<file path="config.mk">
export PLATFORM = sky130hd
export DESIGN_NAME = sbal_core
export DESIGN_NICKNAME = d
export VERILOG_FILES = /design/src/rtl/sbal_pkg.sv /design/src/rtl/sbal_core.sv
export SDC_FILE = /design/constraint.sdc
export NUM_CORES = 1
export LEC_CHECK = 0
export ABC_AREA = 0
export BUFFER_PORTS_ARGS = -buffer_cell sky130_fd_sc_hd__buf_2
export CORE_UTILIZATION = 55
export CTS_BUF_LIST = sky130_fd_sc_hd__clkbuf_16
export DETAILED_ROUTE_END_ITERATION = 8
export GPL_ROUTABILITY_DRIVEN = 0
export GPL_TIMING_DRIVEN = 0
export PLACE_DENSITY = 0.79
export SYNTH_ARGS = -nofsm -noshare
export SYNTH_HDL_FRONTEND = slang
export SYNTH_SLANG_ARGS = --single-unit
export TNS_END_PERCENT = 5
</file>
<file path="constraint.sdc">
create_clock -name core_clk -period 3.5 [get_ports core_clk]
set_clock_uncertainty 0.05 [all_clocks]
set_input_delay 0.525 -clock core_clk [delete_from_list [all_inputs] [get_ports core_clk]]
set_output_delay 0.525 -clock core_clk [all_outputs]
set_load 0.02 [all_outputs]
</file>
<file path="src/rtl/sbal_pkg.sv">
// constants for the sixteen bit absolute load and store sequencer
// Operation
// - ED, 01 pair 1011, two address bytes: load
// - first byte to low half, next to high
// - pair code 00..11 picks the four pairs
// - DD 2A loads index_x from memory
// - FD 2A loads index_y from memory
// - prefixed loads and stores take 20 states, six cycles
// - plain 22 stores third_pair in 16 states
// - ED, 01 pair 0011: store selected pair
// - DD 22 stores index_x low then high
// - FD 22 stores index_y low then high
// - earlier operand byte is the low address half
// - plain F9 copies third_pair, six states
// - DD F9 copies index_x, ten states
// - FD F9 copies index_y, same timing
// - condition flags never change
package sbal_pkg;
    // ****************************************
    // widths and opcodes
    // ****************************************
    localparam int WORD_W = 16;
    localparam int BYTE_W = 8;
    localparam logic [7:0] NO_PRE = 8'h00;
    localparam logic [7:0] PRE_ED = 8'hED;
    localparam logic [7:0] PRE_IX = 8'hDD;
    localparam logic [7:0] PRE_IY = 8'hFD;
    localparam logic [7:0] OP_LD_IDX = 8'h2A;
    localparam logic [7:0] OP_STORE = 8'h22;
    localparam logic [7:0] OP_SP_COPY = 8'hF9;
    localparam logic [1:0] ED_GROUP = 2'h1;
    localparam logic [3:0] ED_LD_LOW = 4'hB;
    localparam logic [3:0] ED_ST_LOW = 4'h3;
    // ****************************************
    // state lengths in clock states
    // ****************************************
    localparam logic [2:0] T_FETCH = 3'h4;
    localparam logic [2:0] T_MEM = 3'h3;
    localparam logic [2:0] T_SP_EXTRA = 3'h2;
    // ****************************************
    // register file indices and reset values
    // ****************************************
    localparam logic [2:0] IDX_THIRD = 3'h2;
    localparam logic [2:0] IDX_SP = 3'h3;
    localparam logic [2:0] IDX_IX = 3'h4;
    localparam logic [2:0] IDX_IY = 3'h5;
    localparam int NUM_REGS = 6;
    localparam logic [15:0] WORD_RST = 16'h0000;
    localparam logic [7:0] FLAG_RST = 8'h00;
    localparam logic [15:0] PC_RST = 16'h0000;
endpackage

</file>
<file path="src/rtl/sbal_core.sv">
// decode and execution of absolute 16-bit loads, stores and stack pointer copies
`timescale 1ns/1ps
module sbal_core (
    input wire logic core_clk,
    input wire logic reset,
    input wire logic [sbal_pkg::BYTE_W-1:0] mem_rdata,
    output logic [sbal_pkg::WORD_W-1:0] mem_addr,
    output logic mem_rd,
    output logic mem_wr,
    output logic [sbal_pkg::BYTE_W-1:0] mem_wdata,
    output logic opcode_fetch,
    output logic instr_done,
    output logic [sbal_pkg::WORD_W-1:0] first_pair,
    output logic [sbal_pkg::WORD_W-1:0] second_pair,
    output logic [sbal_pkg::WORD_W-1:0] third_pair,
    output logic [sbal_pkg::WORD_W-1:0] stack_pointer,
    output logic [sbal_pkg::WORD_W-1:0] index_x,
    output logic [sbal_pkg::WORD_W-1:0] index_y,
    output logic [sbal_pkg::BYTE_W-1:0] flag_reg
);
    import sbal_pkg::*;

    // ****************************************
    // state and storage
    // ****************************************
    typedef enum logic [2:0] {
        st_fetch, st_oplo, st_ophi, st_rdlo, st_rdhi, st_wrlo, st_wrhi, st_extra
    } sbal_state_t;

    sbal_state_t state;
    sbal_state_t next_state;
    logic [2:0] tcnt;
    logic [2:0] t_len;
    logic [15:0] pc;
    logic [15:0] abs_address;
    logic [7:0] prefix;
    logic [7:0] opcode;
    logic [7:0] rd_lo;
    logic [2:0] tgt;
    logic ld_mode;
    logic [15:0] reg_file [NUM_REGS];

    // ****************************************
    // decode of the byte on the bus
    // ****************************************
    wire t_last = tcnt == t_len - 3'h1;
    wire is_pre = prefix == NO_PRE && (mem_rdata == PRE_ED || mem_rdata == PRE_IX || mem_rdata == PRE_IY);
    wire pre_idx = prefix == PRE_IX || prefix == PRE_IY;
    wire ed_grp = prefix == PRE_ED && mem_rdata[7:6] == ED_GROUP;
    wire ed_ld = ed_grp && mem_rdata[3:0] == ED_LD_LOW;
    wire ed_st = ed_grp && mem_rdata[3:0] == ED_ST_LOW;
    wire idx_ld = pre_idx && mem_rdata == OP_LD_IDX;
    wire plain_st = (pre_idx || prefix == NO_PRE) && mem_rdata == OP_STORE;
    wire any_st = ed_st || plain_st;
    wire sp_cpy = prefix != PRE_ED && mem_rdata == OP_SP_COPY;
    wire go_mem = ed_ld || idx_ld || any_st;
    // pair field for ED forms, fixed register otherwise
    wire [2:0] dec_tgt = prefix == PRE_ED ? {1'b0, mem_rdata[5:4]} :
                         prefix == PRE_IX ? IDX_IX :
                         prefix == PRE_IY ? IDX_IY : IDX_THIRD;
    wire fetch_end = state == st_fetch && t_last;
    wire [15:0] addr_next = abs_address + 16'h0001;

    // ****************************************
    // machine cycle length and bus drive
    // ****************************************
    assign t_len = state == st_fetch ? T_FETCH : state == st_extra ? T_SP_EXTRA : T_MEM;
    assign opcode_fetch = state == st_fetch;
    assign mem_rd = state == st_fetch || state == st_oplo || state == st_ophi ||
                    state == st_rdlo || state == st_rdhi;
    assign mem_wr = state == st_wrlo || state == st_wrhi;
    // low byte at the operand address, high byte one above
    assign mem_addr = (state == st_rdlo || state == st_wrlo) ? abs_address :
                      (state == st_rdhi || state == st_wrhi) ? addr_next : pc;
    assign mem_wdata = state == st_wrhi ? reg_file[tgt][15:8] : reg_file[tgt][7:0];
    assign instr_done = t_last && (state == st_rdhi || state == st_wrhi || state == st_extra ||
                        (state == st_fetch && !is_pre && !go_mem && !sp_cpy));

    // next state at the last clock state of each machine cycle
    always_comb begin
        next_state = state;
        if (t_last) begin
            case (state)
                st_fetch: begin
                    if (is_pre) begin
                        next_state = st_fetch;
                    end else if (go_mem) begin
                        next_state = st_oplo;
                    end else if (sp_cpy) begin
                        next_state = st_extra;
                    end else begin
                        next_state = st_fetch;
                    end
                end
                st_oplo: next_state = st_ophi;
                st_ophi: next_state = ld_mode ? st_rdlo : st_wrlo;
                st_rdlo: next_state = st_rdhi;
                st_wrlo: next_state = st_wrhi;
                default: next_state = st_fetch;
            endcase
        end
    end

    // state and clock state counter
    always_ff @(posedge core_clk) begin
        if (reset) begin
            state <= st_fetch;
            tcnt <= 3'h0;
        end else begin
            state <= next_state;
            tcnt <= t_last ? 3'h0 : tcnt + 3'h1;
        end
    end

    // program counter steps past each fetched byte
    always_ff @(posedge core_clk) begin
        if (reset) begin
            pc <= PC_RST;
        end else if (t_last && (state == st_fetch || state == st_oplo || state == st_ophi)) begin
            pc <= pc + 16'h0001;
        end
    end

    // prefix, opcode and target capture
    always_ff @(posedge core_clk) begin
        if (reset) begin
            prefix <= NO_PRE;
            opcode <= NO_PRE;
            tgt <= IDX_THIRD;
            ld_mode <= 1'b0;
        end else if (fetch_end && is_pre) begin
            prefix <= mem_rdata;
        end else if (fetch_end) begin
            opcode <= mem_rdata;
            tgt <= dec_tgt;
            ld_mode <= ed_ld || idx_ld;
            prefix <= instr_done ? NO_PRE : prefix;
        end else if (instr_done) begin
            prefix <= NO_PRE;
        end
    end

    // operand address, earlier byte low, and first data byte
    always_ff @(posedge core_clk) begin
        if (reset) begin
            abs_address <= WORD_RST;
            rd_lo <= 8'h00;
        end else if (t_last) begin
            if (state == st_oplo) begin
                abs_address[7:0] <= mem_rdata;
            end
            if (state == st_ophi) begin
                abs_address[15:8] <= mem_rdata;
            end
            if (state == st_rdlo) begin
                rd_lo <= mem_rdata;
            end
        end
    end

    // ****************************************
    // register file
    // ****************************************
    wire wr_en = t_last && (state == st_rdhi || state == st_extra);
    wire [2:0] wr_idx = state == st_extra ? IDX_SP : tgt;
    wire [15:0] wr_val = state == st_extra ? reg_file[tgt] : {mem_rdata, rd_lo};

    genvar gi;
    generate
        for (gi = 0; gi < NUM_REGS; gi++) begin : g_reg
            always_ff @(posedge core_clk) begin
                if (reset) begin
                    reg_file[gi] <= WORD_RST;
                end else if (wr_en && wr_idx == 3'(gi)) begin
                    reg_file[gi] <= wr_val;
                end
            end
        end
    endgenerate

    assign first_pair = reg_file[0];
    assign second_pair = reg_file[1];
    assign third_pair = reg_file[2];
    assign stack_pointer = reg_file[3];
    assign index_x = reg_file[4];
    assign index_y = reg_file[5];

    // flags are held, nothing here writes them
    always_ff @(posedge core_clk) begin
        if (reset) begin
            flag_reg <= FLAG_RST;
        end else begin
            flag_reg <= flag_reg;
        end
    end

    // ****************************************
    // checks
    // ****************************************
    // clock states since the instruction began
    logic [5:0] cyc;
    always_ff @(posedge core_clk) begin
        if (reset) begin
            cyc <= 6'h00;
        end else begin
            cyc <= instr_done ? 6'h00 : cyc + 6'h01;
        end
    end

    a_load_lo_addr: assert property (@(posedge core_clk) disable iff (reset)
        state == st_rdlo |-> mem_addr == abs_address && mem_rd) else $error("load low address wrong");
    a_addr_wrap: assert property (@(posedge core_clk) disable iff (reset)
        (state == st_rdhi || state == st_wrhi) |-> mem_addr == abs_address + 16'h0001)
        else $error("high address not plus one");
    a_store_lo_data: assert property (@(posedge core_clk) disable iff (reset)
        state == st_wrlo ##1 state == st_wrlo |-> mem_wdata == $past(reg_file[tgt][7:0]) && mem_wr)
        else $error("store low byte wrong");
    a_load_result: assert property (@(posedge core_clk) disable iff (reset)
        (state == st_rdhi && t_last) |=> reg_file[$past(tgt)] == {$past(mem_rdata), $past(rd_lo)})
        else $error("loaded word wrong");
    a_prefixed_len: assert property (@(posedge core_clk) disable iff (reset)
        (instr_done && prefix != NO_PRE && state != st_extra && state != st_fetch) |-> cyc == 6'h13)
        else $error("prefixed transfer not 20 states");
    a_plain_store_len: assert property (@(posedge core_clk) disable iff (reset)
        (instr_done && prefix == NO_PRE && state == st_wrhi) |-> cyc == 6'h0F && tgt == IDX_THIRD &&
        opcode == OP_STORE)
        else $error("plain store not 16 states");
    a_sp_copy_len: assert property (@(posedge core_clk) disable iff (reset)
        (instr_done && state == st_extra && prefix == NO_PRE) |-> cyc == 6'h05)
        else $error("plain copy not 6 states");
    a_idx_copy_len: assert property (@(posedge core_clk) disable iff (reset)
        (instr_done && state == st_extra && prefix != NO_PRE) |-> cyc == 6'h09)
        else $error("index copy not 10 states");
    a_sp_copy_val: assert property (@(posedge core_clk) disable iff (reset)
        (instr_done && state == st_extra) |=> stack_pointer == $past(reg_file[tgt]))
        else $error("copied value wrong");
    a_flags_hold: assert property (@(posedge core_clk) disable iff (reset)
        ##1 flag_reg == FLAG_RST) else $error("flags changed");
endmodule // sbal_core

</file>
# After elaboration in Yosys (flattened, before gate mapping)

Memory sizes are Yosys's and may differ from the RTL's. A register that Yosys moved wholly into a read port is not among the register bits.
Cells that the tools add are included.
W data, S select, Z words.

Memory bits (writable): 96
Flip-flop bits (word level): 58
Memories kept: 1
Output and inout bits: 132
Word-level logic and storage cells: 142

Memory list:

| memory   | words | width | rd ports | clocked after Yosys merged registers in | wr ports | RTL line        | RTL |
|---|---|---|---|---|---|---|---|
| reg_file | 6     | 16    | 7        | 1                                       | 6        | sbal_core.sv:41 | `logic [15:0] reg_file [NUM_REGS];` |

Reductions and logical operators: 50
Mux-type cells: 45
$add $sub $neg: 4
Bitwise operators: 7
Equality and inequality tests: 26

Operator list:

| operator                | number |
|---|---|
| $mux W16                | 9 |
| $eq A8 B8 Y1 const B    | 7 |
| $mux W3                 | 11 |
| $add A16 B1 Y16 const B | 2 |
| $mux W8                 | 3 |
| $logic_and A1 B1 Y1     | 21 |
| $mux W1                 | 21 |
| $eq A3 B3 Y1 const B    | 6 |
| $logic_or A1 B1 Y1      | 17 |
| $eq A8 B6 Y1 const B    | 2 |
| $pmux W3 S5             | 1 |
| $eq A3 B2 Y1 const B    | 4 |
| $logic_not A8 Y1        | 1 |
| $ne A8 B8 Y1 const B    | 1 |
| $reduce_and A2 Y1       | 4 |
| $eq A3 B1 Y1 const B    | 2 |
| $logic_not A3 Y1        | 2 |
| $or A1 B1 Y1            | 6 |
| $eq A4 B2 Y1 const B    | 1 |
| $eq A4 B4 Y1 const B    | 1 |
| $add A3 B1 Y3 const B   | 1 |
| $eq A3 B3 Y1            | 1 |
| $logic_not A1 Y1        | 3 |
| $sub A3 B1 Y3 const B   | 1 |
| other kinds (4)         | 4 |

# Longest topological paths before layout

Gate-level depths: netlist of run 1.

Word-level depth: 13
Depth in mapped cells: 8
Gate-level depth less buffers: 6

# Worst setup path after synthesis of run 1

Ideal clock, no wire load.

Kind: register to register
Start point: reg state[0]
End point: mem reg_file[2][0], enable pin
Path buffers: 1
Stages on the path, launching flop included: 5
Path slack: 519 ps
Arrival: 2520 ps
Setup time: 411 ps
Path through: dfxtp_1 > buf_2 > or4b_1 > a211o_1 > o21ai_0

RTL lines:

| what                     | RTL line         | RTL |
|---|---|---|
| start: declaration       | sbal_core.sv:30  | `sbal_state_t state;` |
| start signal: assignment | sbal_core.sv:107 | `state <= st_fetch;` |
| start signal: assignment | sbal_core.sv:110 | `state <= next_state;` |
| end: declaration         | sbal_core.sv:41  |  |

==> reports/results.txt, run 1 <==
Fillers: 1064
Die Span Y: 121 um
Layout cell share with drive strength beyond 1: 23.3%
Post-route DRC violation count: 0
CP Max Fanout: 10
Top Ports: 142
Syn avg cell area: 10.3 sq um
Cell area power density: 461 nW/um^2
Area grow syn2layout: 19.5%
Drt first pass iters: 5
Setup Fix Bufs, Post-CTS: 0
Seq/Total Area, Yosys: 52.9%
Core area: 13800 sq um
Kind of end point of the critical path: output pin
DR WL met2: 11.0 mm
Final setup fails: 0
Vias in the first global route: 6168
Total power: 0.00427 W
Post-route cell area: 9270 sq um
Iter 0 DRT Violations: 717
Dpl cells: 1070
Placement Cell Area: 8660 sq um
CTS clk-pin slew, worst paths: 0.07 ns
Gr usage total: 31.3%
Status: finished, final reports clean
Pleak: 3.65 nW
Global-route wire length before repair: 33.6 mm
Max Cap Viol: 0
Number of CTS-inserted buffers: 17
Initial Utilization: 56.1%
Final Max Slew Viols: 0
Wirelength, routed: 22.3 mm
Slowest CP cell: clkbuf_1
Beginning of the worst hold path: mem_rdata[5]
Full die area: 14600 sq um
Area of the multi-input gates: 3380 sq um
CP Class: flop to output pin
Sequential Area: 4100 sq um
EDFF count, synth: 96
Post-route ant nets: 0
Upper clock frequency limit: 293 MHz
Mapped Cells: 753
Clock Latency Late Sink: 0.43 ns
Initial antenna violation count: 1
Reg-to-reg startpoint: state[0]
Layout Cells excl Fill: 1101
Critical path arrival: 2.84 ns
Final Core Density: 67.0%
Pin count of the biggest net entering global routing: 17
Yosys warns: 0
CP peak stage delay: 0.54 ns
Tmin final: 3.42 ns
Library cells used by synthesis: 63
Die span in x: 121 um
Row count: 43
Vias per inst: 6.09
Met3 routed WL: 2.00 mm
TritonCTS clock tree: built
RSZ-0062 raised after global routing: false
DP HPWL: 15.6 mm
Clock Path Buffers: 2
Hold crit path type: input port to flop
Period Utilization, post-route: 97.6%
Via count: 6702
Commonest non-fill, non-tap cell in the layout: nor2_1
Reg2reg setup slack: 0.53 ns
Sinks on the clock net: 157
Netlist Area Pre-Place: 7750 sq um
Worst-Margin Slew: 0.965 ns
Crit path required time: 2.92 ns
Ys flop type: edfxtp_1
H-Tree Depth: 4
Wirelength per Cell: 20.2 um
CTS root buf: clkbuf_16
Synthesized flop and latch total: 157
Top sig layer: met4
WL met1: 8.62 mm
Max transition margin: 35.6%
Crit-path cells: clkbuf_1 > clkbuf_1 > mux4_2 > mux2i_1 > mux2i_1 > buf_2
Maximum vdd drop: 0.419 mV
Final nets: 922
Ys async rst share: 0%
Setup crit start kind: flop
Hold Buf Count CTS: 0
Global route overflow: 0
Final hold violations: 0
Commonest non-fill, non-tap cells in the layout: nor2_1, buf_2, edfxtp_1, dfxtp_1, mux2i_1
Number of port buffers: 130
synth_stat cells, types with 13 or more instances:
| master | number | share of area [%] |
|---|---|---|
| a21oi_1 | 40 | 2.6 |
| xnor2_1 | 13 | 1.5 |
| mux2i_1 | 50 | 6.5 |
| mux4_2 | 16 | 4.6 |
| edfxtp_1 | 96 | 37 |
| mux2_2 | 16 | 2.3 |
| nand3_1 | 18 | 1.2 |
| inv_1 | 22 | 1.1 |
| nand2_1 | 40 | 1.9 |
| nor3_1 | 16 | 1.0 |
| clkbuf_1 | 32 | 1.5 |
| dfxtp_1 | 61 | 16 |
| o21ai_0 | 26 | 1.7 |
| nor2_1 | 174 | 8.4 |
metal layers:
metal / up-vias / GRT usage (%)
met5: - / 0
met4: 0 / 15.3
met3: 48 / 6.84
met2: 421 / 51.5
met1: 3212 / 39.0
li1: 3021 / -
cell type report:
class,count,share of cell area (%)
buffer,51,2.55
clock inverter,13,1.77
tap,180,2.43
clock buffer,17,4.59
multi-input combinational,530,36.4
antenna,1,0.0270
timing repair buffer,130,7.02
inverter,22,0.891
sequential,157,44.3
worst paths after layout:
| check | endpoint | depth (start not counted) |
|---|---|---|
| worst max-delay path | mem_wdata[1] | 6 |
| worst min-delay path | prefix[5] | 3 |
| worst max register to register | reg_file[5][12] | 5 |
| worst min register to register | prefix[2] | 2 |
state kept, by name, indices dropped and copies added (netlist names), named ones only:
name and cells:
ld_mode 1, pc 16, state 3, reg_file 96
tgt 3, abs_address 16, tcnt 3, prefix 8
rd_lo 8
per-stage QoR:
| stage | setup TNS (ns) | worst slack (ns) | hold WS [ns] |
|---|---|---|---|
| finish | 0 | 0.0837 | 0.410 |
| global route | 0 | 0.00691 | 0.410 |
| detailed placement | 0 | 0.323 | 0.422 |
| global placement | -5.45 | -0.341 | 0.412 |
| floorplan | 0 | 0.519 | 0.400 |
| CTS | 0 | 0.0934 | 0.400 |
worst max-delay path, delay by kind of cell, from the launching register on:
| family | cells | cell delay (ns) |
|---|---|---|
| buffers and inverters | 3 | 1.12 |
| multiplexers | 3 | 0.97 |
| flip-flops | 1 | 0.31 |
where the power goes:
group	switching (W)	total (W)	internal [W]	leakage [nW]
Sequential	0.0000373	0.00205	0.00201	1.46
Combinational	0.000226	0.000327	0.000101	1.91
Clock	0.000778	0.00190	0.00112	0.288
timing repair:
item	CTS	global route
gates cloned	0	0
endpoints found under the setup margin	1	7
gates resized for setup	1	3
hold endpoints to repair	0	0
kinds of logic (layout without fill, tap and decap cells):
family,after synthesis,after routing,share of synthesized area (%)
buffers and inverters,73,233,4.07
xor gates and xnor gates,15,15,1.69
adders and majority gates,3,3,0.484
DFF,157,157,52.9
other,1,9,0.0484
muxes,82,82,13.4
AOI/OAI and AO/OA,112,112,9.00
and+or+nand+nor,310,310,18.4
(Power assumes the default switching activity.)
==> inputs of run 2 (changes only) <==
Settings changed: GPL_TIMING_DRIVEN 0 to default.
==> run 2 against run 1 <==
  * Sequential cell count unchanged
  * Maximum frequency is 4.9% higher
  * Utilization fell by 0.65 points
  * Design area is 0.97% lower
  * First-iteration DRC count up 8.5%
  * Non-clock buffer count down 34
  * Worst setup slack improved by 0.16 ns
  * Hold slack got worse by 0.020 ns
  * Total power is 0.27% lower
  * Die area stayed put
  * Wire length down 4.7%
  * Largest cell class unchanged
==> reports/results.txt, run 2 (synthesis gave the netlist of run 1 again) <==
Status: finished, final reports clean (unchanged)
Initial antenna violation count: 0 (was 1)
Crit path required time: 2.92 ns (about the same)
Clock Latency Late Sink: 0.44 ns (was 0.43 ns)
Final Max Slew Viols: 0 (unchanged)
Number of CTS-inserted buffers: 17 (unchanged)
Sw frac: 26.4% (was 24.4%)
CP Class: flop to output pin (unchanged)
Top Ports: 142 (unchanged)
Final setup fails: 0 (unchanged)
Iter 0 DRT Violations: 778 (was 717)
DP HPWL: 14.8 mm (was 15.6 mm)
CTS root buf: clkbuf_16 (unchanged)
Core area: 13800 sq um (unchanged)
Maximum vdd drop: 0.362 mV (was 0.419 mV)
Global-route wire length before repair: 32.2 mm (was 33.6 mm)
Kind of end point of the critical path: output pin (unchanged)
Global route overflow: 0 (unchanged)
Post-route ant nets: 0 (unchanged)
Commonest non-fill, non-tap cell in the layout: nor2_1 (unchanged)
Worst-Margin Slew: 0.906 ns (was 0.965 ns)
Dpl ws: 0.628 ns (was 0.323 ns)
ANT cells: 0 (was 1)
Pleak: 3.63 nW (was 3.65 nW)
Initial Utilization: 56.1% (unchanged)
Setup crit start kind: flop (unchanged)
CP peak stage delay: 0.75 ns (was 0.54 ns)
Post-route DRC violation count: 0 (unchanged)
Critical path arrival: 2.68 ns (was 2.84 ns)
Vias per inst: 6.03 (was 6.09)
Clock power share: 44.5% (was 44.4%)
Max transition margin: 39.6% (was 35.6%)
Commonest non-fill, non-tap cells in the layout: nor2_1, buf_2, edfxtp_1, dfxtp_1, mux2i_1 (unchanged)
Combinational power share: 7.1% (was 7.6%)
TritonCTS clock tree: built (unchanged)
Switching Power: 0.00113 W (was 0.00104 W)
Tmin final: 3.26 ns (was 3.42 ns)
Drt first pass iters: 5 (unchanged)
Period Utilization, post-route: 93.0% (was 97.6%)
Area grow syn2layout: 18.4% (was 19.5%)
Upper clock frequency limit: 307 MHz (was 293 MHz)
RSZ-0062 raised after global routing: false (unchanged)
Largest registers: reg_file (96), abs_address (16), pc (16) (unchanged)
R2r worst-path depth: 5 (unchanged)
Most flop-heavy register: reg_file (unchanged)
Number of port buffers: 133 (was 130)
H-Tree Depth: 4 (unchanged)
Wirelength per Cell: 19.9 um (was 20.2 um)
Pint: 0.00313 W (was 0.00323 W)
Die Span Y: 121 um (unchanged)
Row count: 43 (unchanged)
Full die area: 14600 sq um (unchanged)
Layout cell share with drive strength beyond 1: 24.7% (was 23.3%)
Hold Path Stages: 3 (unchanged)
Wirelength, routed: 21.2 mm (was 22.3 mm)
Final hold violations: 0 (unchanged)
CP Max Fanout: 22 (was 10)
Sequential Power Share: 48.4% (was 47.9%)
Setup TNS: 0 ns (unchanged)
Max Cap Viol: 0 (unchanged)
Hold Buf Count CTS: 0 (unchanged)
Crit-path cells: nor2b_1 > o21ai_1 > buf_4 > o21ai_0 > a22oi_1 > buf_2 (was clkbuf_1 > clkbuf_1 > mux4_2 > mux2i_1 > mux2i_1 > buf_2)
Sinks on the clock net: 157 (unchanged)
Pin count of the biggest net entering global routing: 42 (was 17)
Cell area power density: 464 nW/um^2 (was 461 nW/um^2)
Slowest CP cell: dfxtp_1 (was clkbuf_1)
Clock Path Buffers: 2 (unchanged)
Final WS setup: 0.243 ns (was 0.0837 ns)
Final nets: 888 (was 922)
CTS clk-pin slew, worst paths: 0.07 ns (about the same)
Die span in x: 121 um (unchanged)
Via count: 6439 (was 6702)
Gr usage total: 30.0% (was 31.3%)
Max reg flops: 96 (unchanged)
Vias in the first global route: 5780 (was 6168)
Hold crit path type: input port to flop (unchanged)
==> run 2: changes by cell type in the layout (fill, tap and decap cells not counted), sizes merged <==
cell / delta
clkbuf: -33
inv: +4
bufinv: -2
buf: -1
diode: -1
==> run 2: final timing paths <==
path | slack [ns] | end | startpoint
worst max register to register | 0.62 | reg_file[4][7] | state[1]
worst max-delay path | 0.24 | mem_addr[2] | state[1]
worst min-delay path | 0.39 | abs_address[0] | mem_rdata[0]
worst min register to register | 0.43 | prefix[2] | prefix[2]
==> run 2: final cells by class <==
type                    instances  area, sq um
fillers                      1058         4650
flip-flops and latches        157         4110
multi-input cells             530         3370
repair buffers                147          783
clock buffers                  17          425
well taps                     180          225
clock inverters                15          186
inverters                      22         82.6
==> run 2: metrics by stage <==
| stage | cells | hold slack [ns] | util, % | cell area (sq um) | power (W) |
|---|---|---|---|---|---|
| 2_1_floorplan | 760 | 0.400 | - | 7780 | 0.00228 |
| 3_3_place_gp | 1036 | 0.416 | 61.9 | 8560 | 0.00239 |
| 3_5_place_dp | 1036 | 0.421 | 61.9 | 8560 | 0.00240 |
| 4_1_cts | 1068 | 0.372 | 66.3 | 9170 | 0.00426 |
| 5_1_grt | 1068 | 0.394 | 66.4 | 9180 | 0.00436 |
| 6_report | 1068 | 0.390 | 66.4 | 9180 | 0.00426 |
==> run 2: power by group through the flow <==
| stage | clock network, W | logic (W) | registers, W |
|---|---|---|---|
| 2_1_floorplan | 0 | 0.000148 | 0.00213 |
| 3_3_place_gp | 0 | 0.000297 | 0.00210 |
| 5_1_grt | 0.00197 | 0.000324 | 0.00206 |
| 6_report | 0.00189 | 0.000304 | 0.00206 |
| 3_5_place_dp | 0 | 0.000301 | 0.00210 |
| 4_1_cts | 0.00190 | 0.000302 | 0.00206 |
==> run 2: what timing repair did <==
action | 4_1_cts | 5_1_grt
endpoints found under the setup margin | 0 | 1
setup buffers | 0 | 0
resized for setup | 0 | 1
==> run 2: critical path: cells and delay by family (launching register included) <==
family	cells	cell delay, ns
buffers and inverters	2	0.48
AO/OA/AOI/OAI	3	0.86
AND/OR/NAND/NOR	1	0.14
flip-flops	1	0.75
==> run 2: layer usage <==
metal / wire, um / up-vias / global-route usage (%)
li1: - / 2963 / -
met1: 8210 / 3079 / 38.2
met2: 10400 / 349 / 49.0
met3: 2060 / 48 / 8.02
met4: 580 / 0 / 11.0
met5: 0 / - / 0
==> inputs of run 3 (changes only) <==
Settings changed: BUFFER_PORTS_ARGS -buffer_cell sky130_fd_sc_hd__buf_2 to -buffer_cell sky130_fd_sc_hd__buf_4, CORE_MARGIN from default to 5.
==> run 3 against run 2 <==
  * Via count rose by 1.5%
  * Die area rose by 14%
  * Worst setup slack improved by 0.077 ns
  * Hold slack got worse by 0.043 ns
  * Sequential power barely moved
  * Combinational power rose by 13%
  * Utilization rose by 2.1 points
  * First-iteration DRC count rose by 3.7%
  * Largest cell class unchanged
  * Register-to-register slack barely moved
  * Global-route usage fell by 2.3 points
  * Critical endpoint is now mem_addr[12]
==> reports/results.txt, run 3 (synthesis gave the netlist of run 1 again) <==
Status: finished, final reports clean (unchanged)
Layout cell share with drive strength beyond 1: 24.9% (was 24.7%)
Die Span Y: 129 um (was 121 um)
CTS resizes: 0 (unchanged)
Upper clock frequency limit: 315 MHz (was 307 MHz)
Post-route DRC violation count: 0 (unchanged)
Commonest non-fill, non-tap cells in the layout: nor2_1, buf_4, edfxtp_1, dfxtp_1, mux2i_1 (was nor2_1, buf_2, edfxtp_1, dfxtp_1, mux2i_1)
Wirelength per Cell: 21.2 um (was 19.9 um)
Area grow syn2layout: 22.5% (was 18.4%)
Final setup fails: 0 (unchanged)
Global route overflow: 0 (unchanged)
CP peak stage delay: 0.58 ns (was 0.75 ns)
Slowest CP cell: nor3_1 (was dfxtp_1)
Wirelength, routed: 22.7 mm (was 21.2 mm)
Hold crit path type: input port to flop (unchanged)
CTS clk-pin slew, worst paths: 0.07 ns (about the same)
Core area: 13900 sq um (was 13800 sq um)
Final Max Slew Viols: 0 (unchanged)
Hold Buf Count CTS: 0 (unchanged)
Full die area: 16600 sq um (was 14600 sq um)
Iter 0 DRT Violations: 807 (was 778)
Setup crit start kind: flop (unchanged)
Pin count of the biggest net entering global routing: 54 (was 42)
Commonest non-fill, non-tap cell in the layout: nor2_1 (unchanged)
Global-route wire length before repair: 35.1 mm (was 32.2 mm)
Max transition margin: 36.6% (was 39.6%)
Number of port buffers: 133 (unchanged)
Final nets: 891 (was 888)
Hold Path Stages: 3 (unchanged)
Reg-to-reg startpoint: state[1] (unchanged)
DP HPWL: 16.2 mm (was 14.8 mm)
TritonCTS clock tree: built (unchanged)
Worst-Margin Slew: 0.950 ns (was 0.906 ns)
RR Endpoint: reg_file[2][3] (was reg_file[4][7])
H-Tree Depth: 4 (unchanged)
Max reg flops: 96 (unchanged)
Die span in x: 129 um (was 121 um)
Reg2reg setup slack: 0.63 ns (was 0.62 ns)
Post-route ant nets: 0 (unchanged)
RSZ-0062 raised after global routing: false (unchanged)
Vias in the first global route: 6420 (was 5780)
Final hold violations: 0 (unchanged)
R2r worst-path depth: 5 (unchanged)
Largest registers: reg_file (96), abs_address (16), pc (16) (unchanged)
Beginning of the worst hold path: mem_rdata[0] (unchanged)
Maximum vdd drop: 0.371 mV (was 0.362 mV)
Most flop-heavy register: reg_file (unchanged)
CTS root buf: clkbuf_16 (unchanged)
Number of CTS-inserted buffers: 17 (unchanged)
ANT cells: 0 (unchanged)
Critical path arrival: 2.60 ns (was 2.68 ns)
Initial Utilization: 55.9% (was 56.1%)
Row count: 43 (unchanged)
Cell area power density: 441 nW/um^2 (was 464 nW/um^2)
CP Class: flop to output pin (unchanged)
Setup TNS: 0 ns (unchanged)
Clock Path Buffers: 2 (unchanged)
Sinks on the clock net: 157 (unchanged)
Post-route cell area: 9500 sq um (was 9180 sq um)
Max Cap Viol: 0 (unchanged)
Period Utilization, post-route: 90.8% (was 93.0%)
Top Ports: 142 (unchanged)
CP Max Fanout: 6 (was 22)
Tmin final: 3.18 ns (was 3.26 ns)
Vias per inst: 6.10 (was 6.03)
Crit-path cells: ha_1 > nand3_1 > nor3_1 > nand2_1 > o311ai_0 > buf_4 (was nor2b_1 > o21ai_1 > buf_4 > o21ai_0 > a22oi_1 > buf_2)
Via count: 6536 (was 6439)
Placement Cell Area: 8910 sq um (was 8560 sq um)
Kind of end point of the critical path: output pin (unchanged)
Clock Latency Late Sink: 0.44 ns (about the same)
Setup Fix Bufs, Post-CTS: 0 (unchanged)
Crit path required time: 2.92 ns (about the same)
Pleak: 3.69 nW (was 3.63 nW)
Gr usage total: 27.6% (was 30.0%)
Hold path endpoint: abs_address[0] (unchanged)
Initial antenna violation count: 0 (unchanged)
Drt first pass iters: 7 (was 5)
## run 3: changes by cell type in the layout (fill, tap and decap cells not counted)
cell / delta
bufinv_16: -1
buf_4: +136
clkinvlp_4: +4
inv_8: -3
inv_6: -1
clkinv_4: +1
buf_2: -133
## run 3: where the power goes
part / internal (W) / total (W) / switching [W]
clock: 0.000940 / 0.00179 / 0.000846
combinational: 0.000130 / 0.000345 / 0.000216
sequential: 0.00201 / 0.00206 / 0.0000511
## run 3: stage by stage
step	util, %	power (W)	cells	hold slack [ns]	worst slack, ns
6_report	68.4	0.00419	1071	0.347	0.321
2_1_floorplan	-	0.00228	760	0.400	0.519
4_1_cts	68.4	0.00419	1071	0.341	0.241
3_3_place_gp	64.2	0.00243	1039	0.413	0.706
5_1_grt	68.4	0.00431	1071	0.349	0.0769
3_5_place_dp	64.2	0.00244	1039	0.428	0.641
## run 3: layer usage
layer	wire [um]	track usage [%]	up-vias
li1	-	-	2961
met5	0	0	-
met1	8580	34.8	3152
met2	11300	44.7	366
met3	2200	8.88	57
met4	631	10.3	0
## run 3: worst max-delay path, delay by kind of cell (launching register included)
| kind | cells | cell delay (ns) |
|---|---|---|
| and+or+nand+nor | 3 | 0.84 |
| adders and majority gates | 1 | 0.24 |
| AOI/OAI and AO/OA | 1 | 0.38 |
| buffers and inverters | 1 | 0.22 |
| DFF | 1 | 0.48 |
## run 3: final cells by class
cell class / count / area, sq um
clock buffers: 17 / 425
clock inverters: 15 / 153
fillers: 1003 / 4380
inverters: 22 / 82.6
multi-input cells: 530 / 3370
flip-flops and latches: 157 / 4110
well taps: 180 / 225
repair buffers: 150 / 1140
## run 3: worst max path at each step
| stage | startpoint | end | slack (ns) |
|---|---|---|---|
| 2_1_floorplan | state[0] | reg_file[2][0] | 0.52 |
| 6_report | abs_address[0] | mem_addr[12] | 0.32 |
| 3_3_place_gp | mem_rdata[4] | instr_done | 0.71 |
| 5_1_grt | abs_address[0] | mem_addr[12] | 0.08 |
| 4_1_cts | state[0] | instr_done | 0.24 |
| 3_5_place_dp | mem_rdata[4] | instr_done | 0.64 |
